==> config.mk <==
export PLATFORM = sky130hd
export DESIGN_NAME = spindle_speed_interlock
export DESIGN_NICKNAME = d
export VERILOG_FILES = /design/src/shared/spindle_pkg.sv /design/src/shared/timer_if.sv /design/src/design/interval_timer.sv /design/src/design/spindle_speed_interlock.sv
export VERILOG_INCLUDE_DIRS = /design/src /design/src/shared
export SDC_FILE = /design/constraint.sdc
export NUM_CORES = 1
export LEC_CHECK = 0
export ABC_CLOCK_PERIOD_IN_PS = 2350
export BUFFER_PORTS_ARGS = -buffer_cell sky130_fd_sc_hd__buf_2
export CAP_MARGIN = 20
export CELL_PAD_IN_SITES_DETAIL_PLACEMENT = 0
export CELL_PAD_IN_SITES_GLOBAL_PLACEMENT = 1
export CORE_MARGIN = 2
export CORE_UTILIZATION = 44
export CTS_BUF_LIST = sky130_fd_sc_hd__clkbuf_16
export CTS_CLUSTER_SIZE = 12
export DETAILED_ROUTE_END_ITERATION = 12
export PLACE_DENSITY_LB_ADDON = 0.1
export SETUP_SLACK_MARGIN = 0.3
export SLEW_MARGIN = 20
export SYNTH_ARGS = -nofsm -noshare
export SYNTH_HDL_FRONTEND = slang
export SYNTH_SLANG_ARGS = --single-unit
==> constraint.sdc <==
create_clock -name mclk -period 2.35 [get_ports mclk]
set_clock_uncertainty 0.1 [all_clocks]
set_input_delay 0 -clock mclk [delete_from_list [all_inputs] [get_ports mclk]]
set_output_delay 0 -clock mclk [all_outputs]
set_load 0.03 [all_outputs]
==> src/shared/spindle_defs.svh <==
`ifndef SPINDLE_DEFS_SVH
`define SPINDLE_DEFS_SVH

// ----------------------------------------------------------------------
// Time base
// ----------------------------------------------------------------------
`define CLK_HZ              20000000

// ----------------------------------------------------------------------
// Timing figures and derived cycle counts
// ----------------------------------------------------------------------
`define START_WIND_TIME_S   9
`define START_WIND_CYCLES   (`START_WIND_TIME_S * `CLK_HZ)
`define TACH_GAP_TIME_US    10000
`define TACH_GAP_CYCLES     (`TACH_GAP_TIME_US * (`CLK_HZ / 1000000))
`define SEEN_WINDOW_TIME_MS 100
`define SEEN_WINDOW_CYCLES  (`SEEN_WINDOW_TIME_MS * (`CLK_HZ / 1000))
`define SETTLE_TIME_S       10
`define SETTLE_CYCLES       (`SETTLE_TIME_S * `CLK_HZ)

// ----------------------------------------------------------------------
// Widths and counts
// ----------------------------------------------------------------------
`define TIMER_WIDTH         28
`define HALF_REVS_PER_REV   2

`endif

==> src/shared/spindle_pkg.sv <==
`default_nettype none

package spindle_pkg;

   // -------------------------------------------------------------------
   // Motor sequencing states
   // -------------------------------------------------------------------
   typedef enum logic [1:0] {
      MOTOR_STOPPED  = 2'b00,
      MOTOR_STARTING = 2'b01,
      MOTOR_RUNNING  = 2'b10,
      MOTOR_TRIPPED  = 2'b11
   } motor_state_type;

endpackage

`default_nettype wire

==> src/shared/timer_if.sv <==
`default_nettype none

// ----------------------------------------------------------------------
// Control and status of one one-shot timer
// ----------------------------------------------------------------------
interface timer_if;
   logic restart;
   logic abort;
   logic running;
   logic fire;

   modport owner (output restart, output abort, input running, input fire);
   modport timer (input restart, input abort, output running, output fire);
endinterface

`default_nettype wire

==> src/design/interval_timer.sv <==
`default_nettype none

// ----------------------------------------------------------------------
// One-shot down counter; fire pulses LIMIT edges after restart
// ----------------------------------------------------------------------
module interval_timer #(
   parameter int WIDTH = 28,
   parameter int LIMIT = 16
) (
   input  wire logic mclk,
   input  wire logic rstn,
   timer_if.timer    tif
);

   logic [WIDTH-1:0] count;

   // Restart beats expiry, so a pulse on the last cycle re-arms cleanly
   always_ff @(posedge mclk or negedge rstn) begin
      if (!rstn) begin
         count       <= '0;
         tif.running <= 1'b0;
         tif.fire    <= 1'b0;
      end else if (tif.restart) begin
         count       <= WIDTH'(LIMIT - 1);
         tif.running <= 1'b1;
         tif.fire    <= 1'b0;
      end else if (tif.abort) begin
         tif.running <= 1'b0;
         tif.fire    <= 1'b0;
      end else if (tif.running) begin
         if (count == '0) begin
            tif.running <= 1'b0;
            tif.fire    <= 1'b1;
         end else begin
            count    <= count - 1'b1;
            tif.fire <= 1'b0;
         end
      end else begin
         tif.fire <= 1'b0;
      end
   end

endmodule // interval_timer

`default_nettype wire

==> src/design/spindle_speed_interlock.sv <==
// Operation
// - At start drive both windings; drop start winding after nine seconds.
// - Thermal switch open kills motor; no restart until manually reset.
// - Each tach pulse counts as half a revolution; two make one turn.
// - Gap timer restarts per pulse; rate ok once it cannot expire.
// - Carriage safety relay picked only and always while rate ok holds.
// - Start request passes only while the cover switch is closed.
// - Cover solenoid on only with power, no start, no tach pulses.
// - Drive operations held off until spindle rate ok is asserted.
// - Ten seconds after rate ok, settled asserts and loads heads unless voltage fault.
`include "spindle_defs.svh"
`default_nettype none

module spindle_speed_interlock
   import spindle_pkg::*;
#(
   parameter int START_CYCLES  = `START_WIND_CYCLES,
   parameter int GAP_CYCLES    = `TACH_GAP_CYCLES,
   parameter int SEEN_CYCLES   = `SEEN_WINDOW_CYCLES,
   parameter int SETTLE_CYCLES = `SETTLE_CYCLES,
   parameter int TIMER_WIDTH   = `TIMER_WIDTH
) (
   input  wire logic mclk,
   input  wire logic rstn,
   input  wire logic start_req,
   input  wire logic cover_closed,
   input  wire logic thermal_ok,
   input  wire logic thermal_reset,
   input  wire logic heads_loaded,
   input  wire logic tach_pulse,
   input  wire logic voltage_fault,
   input  wire logic dc_power_on,
   input  wire logic cover_lock_fitted,
   output logic      start_gated,
   output logic      start_winding,
   output logic      run_winding,
   output logic      motor_tripped,
   output logic      tach_seen,
   output logic      spindle_rate_ok,
   output logic      rate_ok_settled,
   output logic      carriage_relay,
   output logic      ops_enable,
   output logic      head_load,
   output logic      cover_solenoid
);

   // -------------------------------------------------------------------
   // Declarations
   // -------------------------------------------------------------------
   motor_state_type state;
   motor_state_type next_state;
   logic            tach_prev;
   logic            tach_edge;
   logic            half_rev;
   logic            rate_prev;
   logic            start_flop;
   logic            sol_flop;

   timer_if start_t ();
   timer_if gap_t ();
   timer_if seen_t ();
   timer_if settle_t ();

   // -------------------------------------------------------------------
   // Timers
   // -------------------------------------------------------------------
   interval_timer #(.WIDTH(TIMER_WIDTH), .LIMIT(START_CYCLES)) u_start (
      .mclk (mclk),
      .rstn (rstn),
      .tif  (start_t)
   );

   interval_timer #(.WIDTH(TIMER_WIDTH), .LIMIT(GAP_CYCLES)) u_gap (
      .mclk (mclk),
      .rstn (rstn),
      .tif  (gap_t)
   );

   interval_timer #(.WIDTH(TIMER_WIDTH), .LIMIT(SEEN_CYCLES)) u_seen (
      .mclk (mclk),
      .rstn (rstn),
      .tif  (seen_t)
   );

   interval_timer #(.WIDTH(TIMER_WIDTH), .LIMIT(SETTLE_CYCLES)) u_settle (
      .mclk (mclk),
      .rstn (rstn),
      .tif  (settle_t)
   );

   // -------------------------------------------------------------------
   // Start gating
   // -------------------------------------------------------------------
   // cover switch in series
   always_ff @(posedge mclk or negedge rstn) begin
      if (!rstn) begin
         start_flop <= 1'b0;
      end else begin
         start_flop <= start_req & cover_closed;
      end
   end
   assign start_gated = start_flop;

   // -------------------------------------------------------------------
   // Motor sequencer
   // -------------------------------------------------------------------
   // Run winding is held until heads are off the pack (a thermal trip drops it
   // at once), so a stop request never spins the pack down under flying heads
   always_comb begin
      next_state = state;
      case (state)
         MOTOR_STOPPED: begin
            if (start_flop)
               next_state = MOTOR_STARTING;
         end
         MOTOR_STARTING: begin
            if (!start_flop && !heads_loaded)
               next_state = MOTOR_STOPPED;
            else if (start_t.fire)
               next_state = MOTOR_RUNNING;
         end
         MOTOR_RUNNING: begin
            if (!start_flop && !heads_loaded)
               next_state = MOTOR_STOPPED;
         end
         MOTOR_TRIPPED: begin
            if (thermal_reset && thermal_ok)
               next_state = MOTOR_STOPPED;
         end
         default: next_state = MOTOR_STOPPED;
      endcase
      if (!thermal_ok)
         next_state = MOTOR_TRIPPED;
   end

   always_ff @(posedge mclk or negedge rstn) begin
      if (!rstn) begin
         state <= MOTOR_STOPPED;
      end else begin
         state <= next_state;
      end
   end

   assign start_t.restart = (state == MOTOR_STOPPED) &&
                            (next_state == MOTOR_STARTING);
   assign start_t.abort   = (state != MOTOR_STARTING);

   assign start_winding = (state == MOTOR_STARTING);
   assign run_winding   = (state == MOTOR_STARTING) ||
                          (state == MOTOR_RUNNING);
   assign motor_tripped = (state == MOTOR_TRIPPED);

   // -------------------------------------------------------------------
   // Tachometer and speed sensing
   // -------------------------------------------------------------------
   always_ff @(posedge mclk or negedge rstn) begin
      if (!rstn) begin
         tach_prev <= 1'b0;
      end else begin
         tach_prev <= tach_pulse;
      end
   end
   assign tach_edge = tach_pulse & ~tach_prev;

   assign gap_t.restart  = tach_edge;
   assign gap_t.abort    = 1'b0;
   assign seen_t.restart = tach_edge;
   assign seen_t.abort   = 1'b0;
   assign tach_seen      = seen_t.running;

   // two short gaps make one turn
   // A pulse and an expiry in one cycle can meet: the expiry wins and clears both
   always_ff @(posedge mclk or negedge rstn) begin
      if (!rstn) begin
         half_rev        <= 1'b0;
         spindle_rate_ok <= 1'b0;
      end else if (gap_t.fire) begin
         half_rev        <= 1'b0;
         spindle_rate_ok <= 1'b0;
      end else if (tach_edge) begin
         if (!gap_t.running) begin
            half_rev <= 1'b0;
         end else if (half_rev) begin
            spindle_rate_ok <= 1'b1;
         end else begin
            half_rev <= 1'b1;
         end
      end
   end

   // -------------------------------------------------------------------
   // Settling delay and head load
   // -------------------------------------------------------------------
   always_ff @(posedge mclk or negedge rstn) begin
      if (!rstn) begin
         rate_prev <= 1'b0;
      end else begin
         rate_prev <= spindle_rate_ok;
      end
   end

   assign settle_t.restart = spindle_rate_ok & ~rate_prev;
   assign settle_t.abort   = ~spindle_rate_ok;

   always_ff @(posedge mclk or negedge rstn) begin
      if (!rstn) begin
         rate_ok_settled <= 1'b0;
      end else if (!spindle_rate_ok) begin
         rate_ok_settled <= 1'b0;
      end else if (settle_t.fire) begin
         rate_ok_settled <= 1'b1;
      end
   end

   assign head_load      = rate_ok_settled & ~voltage_fault;
   assign carriage_relay = spindle_rate_ok;
   assign ops_enable     = spindle_rate_ok;

   // -------------------------------------------------------------------
   // Cover lock solenoid
   // -------------------------------------------------------------------
   // release only when at rest
   always_ff @(posedge mclk or negedge rstn) begin
      if (!rstn) begin
         sol_flop <= 1'b0;
      end else begin
         sol_flop <= cover_lock_fitted & dc_power_on &
                     ~start_flop & ~seen_t.running;
      end
   end
   assign cover_solenoid = sol_flop;
endmodule // spindle_speed_interlock

`default_nettype wire

==> summary.md <==
Static leakage: 4.08 nW. Setup repair after global routing could not meet its margin everywhere. The area growth from synthesis to layout is 51.8%. The run gives 381 as the initial detailed-routing violation count. The slowest cell on the critical path is sky130_fd_sc_hd__or4_4. The run gives 0 as the number of nets still failing antenna checks after routing. The average detailed-routed wire length per instance is 17.7 um, and the number of levels in the clock H-tree is 4. The checks that failed: hold timing. The instance count on the critical path is 5, and the number of iterations in the first detailed-routing pass is 5. After layout, the design draws a total of 6.57 mW. Synthesis inferred 128 register bits.

The die is 131 um tall. Kind of cell adding the most delay to the critical path: simple AND/OR/NAND/NOR gates. By count the netlist is led by 128 x sky130_fd_sc_hd__dfrtp_1, 50 x sky130_fd_sc_hd__nand2_1, 43 x sky130_fd_sc_hd__or4_1, 41 x sky130_fd_sc_hd__a21oi_1, 40 x sky130_fd_sc_hd__nor2_1.

The global placer's final weighted congestion was 0.830; the ratio of routed vias to standard cells was 5.89. Global-route total usage across every layer: 23.4%. For this run, the leading register cell type out of synthesis is sky130_fd_sc_hd__dfrtp_1. The number of nets in the synthesized netlist is 763. By area, the combinational part of the netlist is dominated by simple AND/OR/NAND/NOR gates. 0 antenna diodes ended up in the layout. The final cycle utilization of the critical path was 99.4%.

The type of the worst setup path was flip-flop to flip-flop. The first global-routing pass estimated 31800 um of wire. The run gives 63 as the count of different cell masters after synthesis. Half-perimeter wire length after placement: 11500 um. For the worst setup path, the data required time is 2590 ps. In this run the power density over the cells is 614 nW/um^2. The max capacitance violation total was 0; the detailed-route DRC error count was 0. The worst-path maximum fanout was 2. Of the synthesized area, sequential elements account for 45.5%. Buffers inserted during clock tree synthesis total 17. For the clock latency of the later-clocked register in the worst-skew pair, the log shows 420 ps. Post-synthesis cell count: 740. The maximum achievable frequency came out at 0.428 GHz. In this run the core area contains 46 standard-cell rows. Final-report setup violation count: 0. After global routing the overflow that remains totals 0. The tree built by TritonCTS fans out to 128 sinks.

The tools report the nature of the critical path endpoint as a flip-flop. The run gives 1000 as the cell count after placement. The run gives 0 as the number of antenna violations at the first check in global routing.

For this configuration, the core starts out at a cell density of 44.7%. The most instantiated library cell after synthesis was sky130_fd_sc_hd__dfrtp_1. After clock tree synthesis, the clock-pin slew on the worst setup and hold paths is 60 ps. The number of cell instances on the worst register-to-register path came out at 5. Worst-case headroom to the max-slew limit: 60.3%. The worst setup path is launched from a flip-flop.

Of the post-synthesis cell area, the part taken by muxes is 0.710%. Of the cells placed in the final design, the portion with a size suffix greater than 1 is 45.4%. STA puts the critical path data arrival time at 2580 ps. For the pin with the worst max-slew slack, the measured transition is 596 ps. The flow ran to the end, but the final reports show violations. The max-slew violation count is 0, and the fraction of the mapped netlist area in compound gates is 17.0%.

The number of global-route vias before repair was 6645; the number of warnings printed during yosys synthesis was 0. Area share of the leading cell type in the synthesized netlist: 45.5%. TritonCTS built the clock tree.

Dividing the synthesized area by the synthesized cell count gives 9.52 um^2. In this run the deepest clock path goes through 2 buffers. The number of port buffers is 21, and the total length of routed wires is 20800 um.

The largest incremental delay on the critical path works out to 560 ps. The number of buffers and inverters on the critical path is 0. The share of synthesized cell area in full adder, half adder and majority cells was 2.13%. Walking the worst path, the cells encountered are or4_4 -> or3_4 -> or4_1 -> or3_1 -> a21oi_1.

The worst hold slack was -19.8 ps. The post-layout instance count excluding filler cells is 1174. Counting flops with a built-in enable in the synthesized netlist gives 0. The run gives 20 ps as the minimum setup slack among reg-to-reg paths. The library cell with the largest summed area after synthesis is sky130_fd_sc_hd__dfrtp_1. The worst hold path belongs to the class input port to asynchronous set/reset pin. The tools report the master cell of the clock root buffer as sky130_fd_sc_hd__clkbuf_16. After floorplanning, the core was sized to cover 15800 um^2. The hold violation count in the final report is 11.

The number of filler cells placed in the layout came out at 1209. Ranked by total cell area, the synthesized netlist is headed by sky130_fd_sc_hd__dfrtp_1 45%, sky130_fd_sc_hd__or4_1 4.6%, sky130_fd_sc_hd__o31ai_1 4.2%. The total die area was 17000 um^2; the async set or reset register ratio after synthesis was 100%.

In this run the cell area of the synthesized design comes to 7050 um^2. After Yosys synthesis, XOR and XNOR cells account for 2.73% of the synthesized area. 22 I/O pins were placed. Of the total synthesized cell area, the portion taken by AND, OR, NAND and NOR gates is 29.0%.

IR analysis of the VDD net gives a maximum drop of 0.000516 V. The worst path in the final design needs a cycle of 2330 ps, including I/O delays and setup. After the last flow step, the layout net total stands at 968. Entering global routing, the biggest net connects 58 pins. The overall via count from detail_route was 6917; the x dimension of the die was 131 um.
per-layer routing:
metal	vias to the layer above	track usage [%]	share of wire (%)
met3	31	5.17	3.2
met1	3516	30.0	44
met4	0	6.57	1.2
li1	3247	-	-
met2	123	40.0	52
met5	-	0	0
final cells by class:
class                      count  area (um^2)  share of cell area, %
tap                          216          270                   2.53
multi-input combinational    562         4800                   44.9
clock inverter                15         88.8                  0.830
inverter                      16         60.1                  0.561
timing repair buffer         220         1830                   17.1
clock buffer                  17          425                   3.98
sequential                   128         3220                   30.1
timing repair:
action / in CTS / in global routing
resized for setup: 108 / 142
hold buffers: 9 / 0
cloned: 3 / 5
setup endpoints to repair: 98 / 105
pin swaps: 62 / 84
buffers inserted: 72 / 53
hold endpoints to repair: 133 / 0
final timing paths:
check,startpoint,to
max,u_gap.count[10],u_gap.count[15]
min,rstn,u_start.count[2]
max reg2reg,u_gap.count[10],u_gap.count[15]
min reg2reg,u_gap.tif.fire,carriage_relay
max in group asynchronous,rstn,u_gap.count[13]
min in group mclk,heads_loaded,state[0]
placed cells by master (no fill, tap or decap), drive strengths merged, types with 13 or more instances in the layout:
cell,Yosys,final
buf,12,209
dfrtp,128,128
nand2,50,50
or4,44,44
o31ai,41,41
a21oi,41,41
nor2,40,40
nand3,38,38
o21ai,35,35
or3,33,33
nor3,30,30
nor4,29,29
inv,16,21
clkbuf,23,19
o211ai,16,17
nand2b,16,16
xor2,13,13
sequential cells by signal, indices dropped and copies added, names as in the netlist, 2 cells and up:
register        cells
state               2
u_gap.count        28
u_seen.count       28
u_settle.count     28
u_start.count      28
power breakdown:
part           leakage [nW]  switching (mW)  internal, mW
Sequential             1.44           0.322          2.43
Combinational          2.36           0.735         0.707
Clock                 0.276           0.963          1.41
Total                  4.08            2.02          4.55
worst register-to-register path, cell delays in order (launching register included):
cell                      delay, ps
sky130_fd_sc_hd__dfrtp_1        400
sky130_fd_sc_hd__or4_4          560
sky130_fd_sc_hd__or3_4          340
sky130_fd_sc_hd__or4_1          430
sky130_fd_sc_hd__or3_1          320
sky130_fd_sc_hd__a21oi_1        120
cell families (layout without fill, tap and decap cells):
kind of cell / after synthesis / count (layout)
AO/OA/AOI/OAI: 175 / 176
buffers and inverters: 51 / 268
multiplexers: 5 / 5
XOR/XNOR: 22 / 22
adder cells (fa/ha/maj): 12 / 12
AND/OR/NAND/NOR: 347 / 347
flip-flops: 128 / 128
through the flow:
step / area, um^2 / worst slack, ps / setup TNS, ps / hold slack, ps / util (%)
floorplan: 7310 / 60.4 / 0 / -396 / -
global placement: 7960 / 29.1 / 0 / -136 / 50.5
detailed placement: 7960 / -22.3 / -44.4 / -134 / 50.5
CTS: 9650 / 74.3 / 0 / 6.70 / 61.2
global route: 10700 / -7.53 / -21.6 / 29.8 / 67.8
finish: 10700 / 15.2 / 0 / -19.8 / 67.8
Power figures use the tool's default switching activity.
